## src/nvsc_pkg.sv

```systemverilog
// Purpose: shared constants for the nonvolatile SRAM host controller
// Assumes: 125 MHz aclk, AXI4-Lite register access
// Notes: command addresses are 16-bit; the device compares bits 14..2 only
package nvsc_pkg;
	localparam int CLK_MHZ = 125;
	// Register byte offsets
	localparam logic [3:0] REG_CTRL = 4'h0;
	localparam logic [3:0] REG_STAT = 4'h4;
	localparam logic [3:0] REG_ADDR = 4'h8;
	localparam logic [3:0] REG_DATA = 4'hC;
	// CTRL fields: op code in [2:0], write of op 0..5 is a go strobe
	localparam int CTRL_OP_LSB = 0;
	localparam logic [2:0] OP_READ = 3'h0;
	localparam logic [2:0] OP_WRITE = 3'h1;
	localparam logic [2:0] OP_AS_DIS = 3'h2;
	localparam logic [2:0] OP_AS_EN = 3'h3;
	localparam logic [2:0] OP_SAVE = 3'h4;
	localparam logic [2:0] OP_RESTORE = 3'h5;
	// STAT fields
	localparam int STAT_BUSY = 0;
	localparam int STAT_DONE = 1;
	localparam int STAT_LOWV = 2;
	localparam int STAT_AS_EN = 3;
	// Command sequence addresses
	localparam logic [15:0] SEQ_A1 = 16'h4E38;
	localparam logic [15:0] SEQ_A2 = 16'hB1C7;
	localparam logic [15:0] SEQ_A3 = 16'h83E0;
	localparam logic [15:0] SEQ_A4 = 16'h7C1F;
	localparam logic [15:0] SEQ_A5 = 16'h703F;
	localparam logic [15:0] SEQ_AS_DIS = 16'h8B45;
	localparam logic [15:0] SEQ_AS_EN = 16'h4B46;
	localparam logic [15:0] SEQ_SAVE = 16'h8FC0;
	localparam logic [15:0] SEQ_RESTORE = 16'h4C63;
	// Access timing: chip select low time and gap, in ns
	localparam int T_ACCESS_NS = 48;
	localparam int T_GAP_NS = 16;
	localparam logic [3:0] ACC_CYC = 4'((T_ACCESS_NS + 7) / 8);
	localparam logic [3:0] GAP_CYC = 4'((T_GAP_NS + 7) / 8);
	localparam logic [3:0] SAMPLE_CYC = 4'(ACC_CYC - 4'h1);
	localparam logic [15:0] ADDR_RESET = 16'h0000;
	localparam logic [15:0] DATA_RESET = 16'h0000;
	typedef enum {ST_IDLE, ST_ACC, ST_GAP, ST_WAIT} nvsc_state_t;
endpackage

```

## src/nvsc_host.sv

```systemverilog
// Summary of operation
// - Six sequence reads, consecutive, exact order
// - Write strobe high through all six
// - Sequence starts 4E38, B1C7, 83E0
// - Fourth and fifth reads 7C1F, 703F
// - Each step is chip-select delimited read
// - Autosave change persists only after save
// - Boot firmware rewrites autosave setting
//
// Purpose: host controller driving the nonvolatile SRAM pins
// Assumes: AXI4-Lite slave, 16-bit data bus, busy pin open drain
// Notes: one operation at a time; status reports completion
//
// Local design decisions: the AXI4-Lite register port and the placing of the registers.
`timescale 1ns/10ps
module nvsc_host
	import nvsc_pkg::*;
#(
	parameter int AW = 20
) (
	// Clock and reset
	input wire logic aclk,
	input wire logic aresetn,
	// AXI4-Lite write
	input wire logic [3:0] s_awaddr,
	input wire logic s_awvalid,
	output logic s_awready,
	input wire logic [31:0] s_wdata,
	input wire logic [3:0] s_wstrb,
	input wire logic s_wvalid,
	output logic s_wready,
	output logic [1:0] s_bresp,
	output logic s_bvalid,
	input wire logic s_bready,
	// AXI4-Lite read
	input wire logic [3:0] s_araddr,
	input wire logic s_arvalid,
	output logic s_arready,
	output logic [31:0] s_rdata,
	output logic [1:0] s_rresp,
	output logic s_rvalid,
	input wire logic s_rready,
	// Memory pins
	output logic chip_sel_n,
	output logic write_n,
	output logic output_en_n,
	output logic upper_byte_lane_n,
	output logic lower_byte_lane_n,
	output logic [AW-1:0] mem_addr,
	input wire logic [15:0] dq_in,
	output logic [15:0] dq_out,
	output logic dq_oe_n,
	input wire logic save_busy_n,
	input wire logic low_voltage_threshold
);
	nvsc_state_t state_q;
	logic [2:0] op_q;
	logic [2:0] step_q;
	logic [3:0] cnt_q;
	logic [15:0] addr_q, wdat_q, rdat_q;
	logic done_q, as_en_q, go;
	logic busy_s, lowv_s;
	logic aw_q, w_q;
	logic [3:0] awa_q;
	logic [31:0] wd_q;
	logic [3:0] wst_q;
	logic [15:0] dq_s;

	nvsc_sync #(.W(2)) u_sync (
		.aclk(aclk),
		.aresetn(aresetn),
		.din({~save_busy_n, low_voltage_threshold}),
		.dout({busy_s, lowv_s})
	);

	// Costs two of the settled cycles before the sample point
	nvsc_sync #(.W(16)) u_dq_sync (
		.aclk(aclk),
		.aresetn(aresetn),
		.din(dq_in),
		.dout(dq_s)
	);

	function automatic logic [15:0] seq_addr(input logic [2:0] s,
		input logic [2:0] op);
		case (s)
			3'h0: seq_addr = SEQ_A1;
			3'h1: seq_addr = SEQ_A2;
			3'h2: seq_addr = SEQ_A3;
			3'h3: seq_addr = SEQ_A4;
			3'h4: seq_addr = SEQ_A5;
			default: begin
				case (op)
					OP_AS_DIS: seq_addr = SEQ_AS_DIS;
					OP_AS_EN: seq_addr = SEQ_AS_EN;
					OP_SAVE: seq_addr = SEQ_SAVE;
					default: seq_addr = SEQ_RESTORE;
				endcase
			end
		endcase
	endfunction

	wire is_seq = (op_q != OP_READ) && (op_q != OP_WRITE);
	wire last_step = !is_seq || (step_q == 3'h5);
	wire save_like = (op_q == OP_SAVE) || (op_q == OP_RESTORE);

	// AXI write channel capture, either order
	// Readies reopen only once the response is taken
	always_ff @(posedge aclk) begin
		if (!aresetn) begin
			aw_q <= 1'b0;
			w_q <= 1'b0;
			awa_q <= 4'h0;
			wd_q <= 32'h0;
			wst_q <= 4'h0;
			s_bvalid <= 1'b0;
			s_bresp <= 2'b00;
			s_awready <= 1'b1;
			s_wready <= 1'b1;
		end else begin
			if (s_awvalid && s_awready) begin
				aw_q <= 1'b1;
				awa_q <= s_awaddr;
				s_awready <= 1'b0;
			end
			if (s_wvalid && s_wready) begin
				w_q <= 1'b1;
				wd_q <= s_wdata;
				wst_q <= s_wstrb;
				s_wready <= 1'b0;
			end
			if (aw_q && w_q && !s_bvalid) begin
				s_bvalid <= 1'b1;
				aw_q <= 1'b0;
				w_q <= 1'b0;
			end else if (s_bvalid && s_bready) begin
				s_bvalid <= 1'b0;
				s_awready <= 1'b1;
				s_wready <= 1'b1;
			end
		end
	end

	// Go strobe: CTRL write of op 0..5 while idle; else ignored
	assign go = aw_q && w_q && !s_bvalid && (awa_q == REG_CTRL)
		&& (state_q == ST_IDLE) && wd_q[0 +: 4] != 4'hF
		&& wd_q[CTRL_OP_LSB +: 3] <= OP_RESTORE;

	always_ff @(posedge aclk) begin
		if (!aresetn) begin
			addr_q <= ADDR_RESET;
			wdat_q <= DATA_RESET;
		end else if (aw_q && w_q && !s_bvalid && state_q == ST_IDLE) begin
			if (awa_q == REG_ADDR && wst_q != 4'h0)
				addr_q <= wd_q[15:0];
			if (awa_q == REG_DATA && wst_q != 4'h0)
				wdat_q <= wd_q[15:0];
		end
	end

	// AXI read
	always_ff @(posedge aclk) begin
		if (!aresetn) begin
			s_rvalid <= 1'b0;
			s_rdata <= 32'h0;
			s_rresp <= 2'b00;
			s_arready <= 1'b1;
		end else if (s_arvalid && s_arready) begin
			s_rvalid <= 1'b1;
			s_arready <= 1'b0;
			case (s_araddr)
				REG_CTRL: s_rdata <= {29'h0, op_q};
				REG_STAT: s_rdata <= {28'h0, as_en_q, lowv_s, done_q,
					state_q != ST_IDLE};
				REG_ADDR: s_rdata <= {16'h0, addr_q};
				REG_DATA: s_rdata <= {16'h0, rdat_q};
				default: s_rdata <= 32'h0;
			endcase
		end else if (s_rvalid && s_rready) begin
			s_rvalid <= 1'b0;
			s_arready <= 1'b1;
		end
	end

	// Pin sequencer
	always_ff @(posedge aclk) begin
		if (!aresetn) begin
			state_q <= ST_IDLE;
			op_q <= OP_READ;
			step_q <= 3'h0;
			cnt_q <= 4'h0;
			chip_sel_n <= 1'b1;
			write_n <= 1'b1;
			output_en_n <= 1'b1;
			upper_byte_lane_n <= 1'b1;
			lower_byte_lane_n <= 1'b1;
			mem_addr <= '0;
			dq_out <= 16'h0;
			dq_oe_n <= 1'b1;
			rdat_q <= 16'h0;
			done_q <= 1'b0;
		end else begin
			case (state_q)
				ST_IDLE: begin
					// no write or save while voltage low
					if (go && !busy_s && !(lowv_s &&
						(wd_q[2:0] == OP_WRITE || wd_q[2:0] == OP_SAVE))) begin
						op_q <= wd_q[2:0];
						step_q <= 3'h0;
						cnt_q <= 4'h0;
						done_q <= 1'b0;
						state_q <= ST_ACC;
					end
				end
				ST_ACC: begin
					cnt_q <= cnt_q + 4'h1;
					if (cnt_q == 4'h0) begin
						// each step framed by chip select
						chip_sel_n <= 1'b0;
						upper_byte_lane_n <= 1'b0;
						lower_byte_lane_n <= 1'b0;
						// only bits 14..2 matter to the device
						mem_addr <= is_seq ? AW'(seq_addr(step_q, op_q))
							: AW'(addr_q);
						if (op_q == OP_WRITE) begin
							// write is chip select and write low
							write_n <= 1'b0;
							dq_out <= wdat_q;
							dq_oe_n <= 1'b0;
						end else begin
							// write strobe stays high in sequences
							write_n <= 1'b1;
							output_en_n <= 1'b0;
						end
					end
					if (cnt_q == SAMPLE_CYC && op_q == OP_READ)
						rdat_q <= dq_s;
					if (cnt_q == ACC_CYC) begin
						chip_sel_n <= 1'b1;
						write_n <= 1'b1;
						output_en_n <= 1'b1;
						upper_byte_lane_n <= 1'b1;
						lower_byte_lane_n <= 1'b1;
						dq_oe_n <= 1'b1;
						cnt_q <= 4'h0;
						state_q <= ST_GAP;
					end
				end
				ST_GAP: begin
					cnt_q <= cnt_q + 4'h1;
					if (cnt_q == GAP_CYC) begin
						cnt_q <= 4'h0;
						if (last_step) begin
							// save or restore then waits busy
							state_q <= save_like ? ST_WAIT : ST_IDLE;
							done_q <= !save_like;
						end else begin
							// steps run back to back, no other access
							step_q <= step_q + 3'h1;
							state_q <= ST_ACC;
						end
					end
				end
				ST_WAIT: begin
					cnt_q <= (cnt_q == 4'hF) ? cnt_q : cnt_q + 4'h1;
					if (cnt_q >= 4'h4 && !busy_s) begin
						done_q <= 1'b1;
						state_q <= ST_IDLE;
					end
				end
				default: state_q <= ST_IDLE;
			endcase
		end
	end

	always_ff @(posedge aclk) begin
		if (!aresetn) begin
			// shipped value; boot code rewrites it
			as_en_q <= 1'b1;
		end else if (state_q == ST_GAP && cnt_q == GAP_CYC
			&& step_q == 3'h5) begin
			if (op_q == OP_AS_DIS)
				as_en_q <= 1'b0;
			if (op_q == OP_AS_EN)
				as_en_q <= 1'b1;
		end
	end
endmodule

```

## src/nvsc_sync.sv

```systemverilog
// Purpose: two-flop synchroniser for pin inputs
// Assumes: one aclk domain
// Notes: first stage is read only by the second
`timescale 1ns/10ps
module nvsc_sync #(
	parameter int W = 1
) (
	// Clock and reset
	input wire logic aclk,
	input wire logic aresetn,
	// Data
	input wire logic [W-1:0] din,
	output logic [W-1:0] dout
);
	logic [W-1:0] meta_q;
	always_ff @(posedge aclk) begin
		if (!aresetn) begin
			meta_q <= '0;
			dout <= '0;
		end else begin
			meta_q <= din;
			dout <= meta_q;
		end
	end
endmodule

```

## config.mk

```make
export PLATFORM = sky130hd
export DESIGN_NAME = nvsc_host
export DESIGN_NICKNAME = d
export VERILOG_FILES = /design/src/nvsc_pkg.sv /design/src/nvsc_host.sv /design/src/nvsc_sync.sv
export SDC_FILE = /design/constraint.sdc
export NUM_CORES = 1
export LEC_CHECK = 0
export ABC_AREA = 1
export BUFFER_PORTS_ARGS = -buffer_cell sky130_fd_sc_hd__buf_2
export CAP_MARGIN = 15
export CORE_UTILIZATION = 57
export CTS_BUF_LIST = sky130_fd_sc_hd__clkbuf_8
export DETAILED_ROUTE_END_ITERATION = 16
export PLACE_DENSITY = 0.83
export SKIP_CTS_REPAIR_TIMING = 1
export SYNTH_ARGS = -nofsm -noshare
export SYNTH_HDL_FRONTEND = slang
export SYNTH_SLANG_ARGS = --single-unit
```

## constraint.sdc

```tcl
create_clock -name aclk -period 2.15 [get_ports aclk]
set_clock_uncertainty 0.1 [all_clocks]
set_input_delay 0.43 -clock aclk [delete_from_list [all_inputs] [get_ports aclk]]
set_output_delay 0.43 -clock aclk [all_outputs]
set_load 0.005 [all_outputs]
```

==> results of run 1 <==
## final cells by class
class / instances / area [um2]
Clock buffer: 18 / 247.7
Inverter: 124 / 465.4
Timing Repair Buffer: 125 / 703.2
Sequential cell: 181 / 3623
Tap cell: 168 / 210.2
Clock inverter: 13 / 172.7
Antenna cell: 1 / 2.502
Fill cell: 1038 / 3941
Multi-Input combinational cell: 606 / 2895
## placed cells by master, fill, tap and decap left out, types with 4 or more instances in the layout
master,instances
sky130_fd_sc_hd__dfxtp_1,181
sky130_fd_sc_hd__buf_2,110
sky130_fd_sc_hd__a31oi_1,4
sky130_fd_sc_hd__nand3_1,21
sky130_fd_sc_hd__nand4_1,7
sky130_fd_sc_hd__inv_2,4
sky130_fd_sc_hd__o21ai_1,5
sky130_fd_sc_hd__nand2_1,156
sky130_fd_sc_hd__clkinvlp_4,4
sky130_fd_sc_hd__inv_1,120
sky130_fd_sc_hd__a21oi_1,96
sky130_fd_sc_hd__o21ai_0,133
sky130_fd_sc_hd__clkbuf_8,18
sky130_fd_sc_hd__nor2_1,115
sky130_fd_sc_hd__ha_1,15
sky130_fd_sc_hd__buf_4,11
sky130_fd_sc_hd__conb_1,24
## kinds of logic (layout without fill, tap and decap cells)
| family | count (synthesis) | in the layout | synth area share [%] |
|---|---|---|---|
| buffers and inverters | 193 | 280 | 11.82 |
| AND/OR/NAND/NOR | 318 | 318 | 18.35 |
| adder cells (fa/ha/maj) | 15 | 15 | 2.573 |
| AO/OA/AOI/OAI | 249 | 249 | 17.53 |
| flip-flops | 181 | 181 | 49.67 |
| other | 1 | 25 | 0.05141 |
## state kept, by name, indices dropped and copies added (netlist names), 16 cells and up
name	flops
u_dq_sync.meta_q	16
s_rdata	16
addr_q	16
u_dq_sync.dout	16
rdat_q	16
mem_addr	16
wdat_q	16
dq_out	16
wd_q	16
## critical path, delay by kind of cell (launching register included)
kind | cells | cell delay, ns
flops | 1 | 0.35
simple gates | 4 | 0.69
fa+ha+maj | 1 | 0.26
buf+inv | 3 | 0.44
## power groups by stage
stage               Sequential [uW]  Clock (uW)  Combinational [uW]
floorplan                      3850           0                1450
CTS                            3790        2430                1890
finish                         3790        2420                1910
global route                   3830        2580                2190
detailed placement             3870           0                1860
global placement               3860           0                1820
## metal layers
metal  routed length [um]  share of wire (%)
met1                 7453                 46
met2                 7237                 45
met3                 1199                7.4
met4                  339                2.1
met5                    0                  0
## worst max-delay path by stage
| stage | to | depth (start not counted) |
|---|---|---|
| after detailed placement | dq_out[14] | 8 |
| after floorplan | wdat_q[10] | 8 |
| after CTS | dq_out[14] | 8 |
| after global placement | dq_out[14] | 8 |
| after global routing | mem_addr[5] | 7 |
| final | dq_out[14] | 8 |
## stage by stage
stage	hold slack, ns	setup slack [ns]	utilization (%)
finish	0.04642	0.2135	67.86
global route	0.03909	0.05517	67.86
CTS	0.0009526	0.2279	67.76
detailed placement	0.2961	0.2528	64.33
global placement	0.2969	0.2842	64.33
floorplan	0.2905	0.4572	-
==> impl_metrics.prom, run 1 <==
# TYPE chip_impl_metric gauge
chip_impl_metric{name="yosysWarningCount",unit=""} 0
chip_impl_metric{name="max_slew_vio_count",unit=""} 0
chip_impl_metric{name="grt_start_max_net_pins",unit=""} 78
chip_impl_metric{name="timing.max_cap.violations",unit=""} 0
chip_impl_metric{name="number_of_core_rows",unit=""} 40
chip_impl_metric{name="vdd_ir_drop_max",unit="mV"} 0.5009
chip_impl_info{name="cpMostUsedCell",value="sky130_fd_sc_hd__nor2_1"} 1
chip_impl_metric{name="cts_max_level",unit=""} 4
chip_impl_metric{name="part_of_the_total_power_dissipated_in_the_clock_network",unit="%"} 29.8
chip_impl_metric{name="cts_made_buffers",unit=""} 17
chip_impl_metric{name="core-area",unit="um2"} 12260
chip_impl_metric{name="grt_use_met2",unit="%"} 38.71
chip_impl_metric{name="combinational_share_of_power",unit="%"} 23.5
chip_impl_info{name="synth.top_cells.by_area",value="sky130_fd_sc_hd__dfxtp_1, sky130_fd_sc_hd__o21ai_0, sky130_fd_sc_hd__nand2_1"} 1
chip_impl_metric{name="setup_violations",unit=""} 0
chip_impl_info{name="synth_top_flop_cell",value="sky130_fd_sc_hd__dfxtp_1"} 1
chip_impl_info{name="hold_path_startpoint",value="dq_in[15]"} 1
chip_impl_info{name="worst_hold_path_type",value="in -> reg"} 1
chip_impl_metric{name="p_sw_share",unit="%"} 32.06
chip_impl_metric{name="chipHeight",unit="um"} 115.1
chip_impl_metric{name="max_freq",unit="GHz"} 0.5164
chip_impl_metric{name="pwr_density_cell",unit="nW/um2"} 976.2
chip_impl_metric{name="postSynthCellCount",unit=""} 957
chip_impl_metric{name="cellLeakagePower",unit="uW"} 0.003881
chip_impl_info{name="setup_repair_after_global_routing_missed_its_margin",value="false"} 1
chip_impl_metric{name="finish.net_count",unit=""} 1139
chip_impl_metric{name="remaining_drc_errors",unit=""} 0
chip_impl_metric{name="finish.instance_area",unit="um2"} 8320
chip_impl_metric{name="setup-tns-final",unit="ns"} 0
chip_impl_metric{name="synthArstFlopShare",unit="%"} 0
chip_impl_metric{name="power_switching",unit="uW"} 2604
chip_impl_metric{name="clock_network_latency_to_the_later_pin_of_the_worst_skew_pair",unit="ns"} 0.47
chip_impl_metric{name="timing.reg2reg.setup_slack",unit="ns"} 0.21
chip_impl_info{name="yosysMostFrequentCell",value="sky130_fd_sc_hd__dfxtp_1"} 1
chip_impl_metric{name="port_buffers",unit=""} 111
chip_impl_metric{name="start_util",unit="%"} 59.49
chip_impl_metric{name="r2r.worst_path.cells",unit=""} 8
chip_impl_metric{name="seq_area_frac_synth",unit="%"} 49.67
chip_impl_metric{name="finalHoldViolCount",unit=""} 0
chip_impl_metric{name="overflow",unit=""} 0
chip_impl_metric{name="synthToLayoutAreaGrowth",unit="%"} 14.07
chip_impl_metric{name="stage_delay_of_the_slowest_cell_on_the_critical_path",unit="ns"} 0.35
chip_impl_info{name="worstReg2RegStart",value="state_q[1]"} 1
chip_impl_info{name="outcome",value="finished clean"} 1
chip_impl_metric{name="globalRouteMet1Util",unit="%"} 34.64
chip_impl_info{name="endpoint_kind_of_the_worst_setup_timing_path",value="flop"} 1
chip_impl_metric{name="cp.arrival",unit="ns"} 2.19
chip_impl_info{name="critical_path_class",value="reg -> reg"} 1
chip_impl_metric{name="wl_per_cell",unit="um"} 13.13
chip_impl_metric{name="sequentialPowerShare",unit="%"} 46.7
chip_impl_metric{name="cp_data_required_time",unit="ns"} 2.41
chip_impl_metric{name="finish.cell_count_without_fillers",unit=""} 1236
chip_impl_metric{name="detail_route.vias_per_cell",unit=""} 5.053
chip_impl_info{name="reg2reg_to",value="dq_out[14]"} 1
chip_impl_metric{name="synth.avg_cell_area",unit="um2"} 7.622
chip_impl_metric{name="met3_track_demand_over_resource",unit="%"} 5.535
chip_impl_info{name="cts_tree",value="done"} 1
chip_impl_metric{name="number_of_global_route_vias_before_repair",unit=""} 5501
chip_impl_metric{name="cell_internal_pwr",unit="uW"} 5518
chip_impl_metric{name="synth_top_area_share",unit="%"} 49.67
chip_impl_metric{name="dpl.hpwl",unit="mm"} 11.52
chip_impl_info{name="cts_root_buffer",value="sky130_fd_sc_hd__clkbuf_8"} 1
chip_impl_metric{name="tritoncts_sink_count",unit=""} 181
chip_impl_metric{name="cts.clk_slew.worst_paths",unit="ns"} 0.08
chip_impl_metric{name="drtAntennaViolNets",unit=""} 0
chip_impl_metric{name="final.min_clock_period",unit="ns"} 1.937
chip_impl_info{name="busiest_layer",value="met2"} 1
chip_impl_metric{name="place_congestion",unit=""} 0.9172
chip_impl_metric{name="placedCellCount",unit=""} 1203
chip_impl_metric{name="number_of_flops_mapped_to_enable_cells_by_yosys",unit=""} 0
chip_impl_metric{name="dpl_cell_area",unit="um2"} 7888
chip_impl_metric{name="wire_length_of_the_first_global_routing_pass",unit="mm"} 26.00
chip_impl_info{name="critical_path_launch_point",value="state_q[1]"} 1
chip_impl_metric{name="timing.slew.headroom",unit="%"} 66.47
chip_impl_info{name="critPathLaunchType",value="flop"} 1
chip_impl_metric{name="antenna_found_initial",unit=""} 1
chip_impl_info{name="min_delay_worst_endpoint",value="u_dq_sync.meta_q[15]"} 1
chip_impl_metric{name="cell_area_after_synthesis",unit="um2"} 7294
chip_impl_metric{name="global_route.usage.total",unit="%"} 25.43
chip_impl_info{name="crit_chain",value="inv_1 -> ha_1 -> nand3_1 -> nor2_1 -> buf_12 -> inv_1 -> nor2_1 -> nor2_1"} 1
chip_impl_metric{name="pin_count",unit=""} 152
chip_impl_metric{name="yosys_register_bits",unit=""} 181
chip_impl_metric{name="route.vias.total",unit=""} 6246
chip_impl_metric{name="post_route_cells_drive_above_1_share",unit="%"} 16.68
chip_impl_info{name="synth_top_cells_by_count",value="sky130_fd_sc_hd__dfxtp_1, sky130_fd_sc_hd__nand2_1, sky130_fd_sc_hd__o21ai_0"} 1
chip_impl_info{name="cp_slowest_cell",value="sky130_fd_sc_hd__dfxtp_1"} 1
chip_impl_metric{name="report.power.total",unit="uW"} 8122
chip_impl_metric{name="synthDistinctLibCells",unit=""} 35
chip_impl_metric{name="min_path_cells",unit=""} 3
chip_impl_metric{name="worstMarginPinSlew",unit="ns"} 0.5023
chip_impl_metric{name="cts_buffer_depth",unit=""} 2
chip_impl_metric{name="layout_worst_path_cycle_share",unit="%"} 90.07
chip_impl_metric{name="firstDrtPassIters",unit=""} 5
chip_impl_info{name="library_cell_occupying_the_most_area_in_the_post_synthesis_netlist",value="sky130_fd_sc_hd__dfxtp_1"} 1
chip_impl_metric{name="drt-initial-drc-count",unit=""} 526
chip_impl_metric{name="wl",unit="mm"} 16.23
chip_impl_metric{name="area_of_the_die",unit="um2"} 13250
chip_impl_metric{name="dieWidth",unit="um"} 115.1
chip_impl_metric{name="critical_path.max_fanout",unit=""} 29
No activity file was read; power rests on OpenSTA's default activity.
==> run 2, diff against run 1 <==
Settings changed: CORE_UTILIZATION 57 to 44, PLACE_DENSITY 0.83 to 0.66.
==> impl_metrics.prom, run 2 (synthesis gave the netlist of run 1 again) <==
# TYPE chip_impl_metric gauge
chip_impl_info{name="outcome",value="finished clean"} 1
chip_impl_metric{name="critical_path.max_fanout",unit=""} 5
chip_impl_metric{name="pin_count",unit=""} 152
chip_impl_metric{name="cts_buffer_depth",unit=""} 2
chip_impl_metric{name="wl_per_cell",unit="um"} 12.65
chip_impl_metric{name="synthToLayoutAreaGrowth",unit="%"} 13.72
chip_impl_metric{name="setup-tns-final",unit="ns"} 0
chip_impl_metric{name="detail_route.vias_per_cell",unit=""} 4.712
chip_impl_metric{name="dieWidth",unit="um"} 130.8
chip_impl_metric{name="cts_made_buffers",unit=""} 17
chip_impl_metric{name="min_path_cells",unit=""} 2
chip_impl_metric{name="area_of_the_die",unit="um2"} 17100
chip_impl_metric{name="setup_violations",unit=""} 0
chip_impl_metric{name="firstDrtPassIters",unit=""} 5
chip_impl_metric{name="r2r.worst_path.cells",unit=""} 11
chip_impl_metric{name="cellLeakagePower",unit="uW"} 0.003878
chip_impl_metric{name="tritoncts_sink_count",unit=""} 181
chip_impl_info{name="critical_path_launch_point",value="step_q[0]"} 1
chip_impl_metric{name="cts_max_level",unit=""} 4
chip_impl_metric{name="remaining_drc_errors",unit=""} 0
chip_impl_info{name="critPathLaunchType",value="flop"} 1
chip_impl_metric{name="part_of_the_total_power_dissipated_in_the_clock_network",unit="%"} 26.4
chip_impl_metric{name="route.vias.total",unit=""} 6055
chip_impl_info{name="final_cell_mix",value="sky130_fd_sc_hd__dfxtp_1, sky130_fd_sc_hd__nand2_1, sky130_fd_sc_hd__o21ai_0, sky130_fd_sc_hd__inv_1, sky130_fd_sc_hd__nor2_1"} 1
chip_impl_metric{name="vdd_ir_drop_max",unit="mV"} 0.4554
chip_impl_info{name="cts_root_buffer",value="sky130_fd_sc_hd__clkbuf_8"} 1
chip_impl_metric{name="n_antenna_cell",unit=""} 0
chip_impl_metric{name="wl",unit="mm"} 16.25
chip_impl_metric{name="report.power.total",unit="uW"} 7735
chip_impl_metric{name="drt-initial-drc-count",unit=""} 545
chip_impl_info{name="hold_path_startpoint",value="save_busy_n"} 1
chip_impl_metric{name="fillers",unit=""} 1604
chip_impl_metric{name="global_route.usage.total",unit="%"} 20.11
chip_impl_info{name="cts_tree",value="done"} 1
chip_impl_metric{name="core-area",unit="um2"} 16060
chip_impl_metric{name="grt_start_max_net_pins",unit=""} 105
chip_impl_info{name="layout.cells.most_common",value="sky130_fd_sc_hd__dfxtp_1"} 1
chip_impl_metric{name="sequentialPowerShare",unit="%"} 49.1
chip_impl_metric{name="cp.arrival",unit="ns"} 2.22
chip_impl_metric{name="antenna_found_initial",unit=""} 0
chip_impl_metric{name="power_switching",unit="uW"} 2556
chip_impl_info{name="setup_repair_after_global_routing_missed_its_margin",value="false"} 1
chip_impl_metric{name="dpl.hpwl",unit="mm"} 11.79
chip_impl_metric{name="timing.max_cap.violations",unit=""} 0
chip_impl_metric{name="number_of_global_route_vias_before_repair",unit=""} 5367
chip_impl_metric{name="place_congestion",unit=""} 0.8628
chip_impl_metric{name="p_sw_share",unit="%"} 33.04
chip_impl_metric{name="number_of_core_rows",unit=""} 46
chip_impl_metric{name="clock_network_latency_to_the_later_pin_of_the_worst_skew_pair",unit="ns"} 0.47
chip_impl_metric{name="finish.instance_area",unit="um2"} 8295
chip_impl_metric{name="combinational_share_of_power",unit="%"} 24.5
chip_impl_metric{name="final.min_clock_period",unit="ns"} 1.909
chip_impl_metric{name="cts.clk_slew.worst_paths",unit="ns"} 0.09
chip_impl_metric{name="max_slew_vio_count",unit=""} 0
chip_impl_info{name="critical_path_class",value="reg -> reg"} 1
chip_impl_metric{name="cell_internal_pwr",unit="uW"} 5180
chip_impl_metric{name="layout_worst_path_cycle_share",unit="%"} 88.81
chip_impl_metric{name="max_freq",unit="GHz"} 0.5237
chip_impl_metric{name="finalHoldViolCount",unit=""} 0
chip_impl_metric{name="chipHeight",unit="um"} 130.8
chip_impl_metric{name="pwr_density_cell",unit="nW/um2"} 932.5
chip_impl_metric{name="start_util",unit="%"} 45.43
chip_impl_metric{name="post_route_cells_drive_above_1_share",unit="%"} 16.65
chip_impl_metric{name="cp_data_required_time",unit="ns"} 2.46
chip_impl_metric{name="utilization",unit="%"} 51.66
chip_impl_metric{name="wire_length_of_the_first_global_routing_pass",unit="mm"} 26.39
chip_impl_info{name="endpoint_kind_of_the_worst_setup_timing_path",value="flop"} 1
chip_impl_metric{name="finalHoldWorstSlack",unit="ns"} 0.01796
chip_impl_info{name="worstReg2RegStart",value="step_q[0]"} 1
chip_impl_metric{name="port_buffers",unit=""} 111
chip_impl_metric{name="dpl_cell_area",unit="um2"} 7950
chip_impl_metric{name="drtAntennaViolNets",unit=""} 0
chip_impl_metric{name="overflow",unit=""} 0
chip_impl_metric{name="finish.net_count",unit=""} 1140
chip_impl_info{name="worst_hold_path_type",value="in -> reg"} 1
run 2: power by group through the flow:
stage	Clock, uW	Combinational, uW	Sequential, uW
2_1_floorplan	0	1450	3850
6_report	2040	1900	3800
4_1_cts	2080	1890	3800
3_3_place_gp	0	1860	3870
3_5_place_dp	0	1880	3880
5_1_grt	2230	2210	3840
run 2: final timing paths:
check	endpoint	slack, ns
setup / recovery	mem_addr[9]	0.24
setup reg to reg	mem_addr[9]	0.24
hold / removal	u_sync.meta_q[1]	0.02
hold reg to reg	u_dq_sync.dout[2]	0.32
run 2: metal layers:
layer	vias to the layer above	global-route usage [%]	wire, um
met4	0	7.505	247
met1	2684	28.75	8316
met2	154	29.91	6960
met5	-	0	0
met3	19	3.909	727
li1	3198	-	-
run 2: cell type report:
type	instances	area, um2	area share (%)
sequential	181	3623	43.68
clock inverter	13	83.83	1.011
clock buffer	19	261.5	3.152
multi-input combinational	606	2895	34.90
inverter	124	465.4	5.611
timing repair buffer	126	695.7	8.386
tap	216	270.3	3.258
run 2: stage by stage:
step / instances / setup WS [ns]
global route: 1285 / 0.01567
finish: 1285 / 0.2406
floorplan: 980 / 0.4572
CTS: 1285 / 0.2334
global placement: 1253 / 0.3221
detailed placement: 1253 / 0.2740
run 2: critical path: stages (launching register included):
cell                      delay (ns)
sky130_fd_sc_hd__dfxtp_1        0.40
sky130_fd_sc_hd__inv_1          0.12
sky130_fd_sc_hd__ha_1           0.22
sky130_fd_sc_hd__o21ai_0        0.35
sky130_fd_sc_hd__nand2_1        0.21
sky130_fd_sc_hd__inv_2          0.11
sky130_fd_sc_hd__nand2_1        0.05
sky130_fd_sc_hd__nand2_1        0.09
sky130_fd_sc_hd__nand2_1        0.05
sky130_fd_sc_hd__nand3_1        0.07
sky130_fd_sc_hd__nand2_1        0.06
sky130_fd_sc_hd__inv_1          0.04
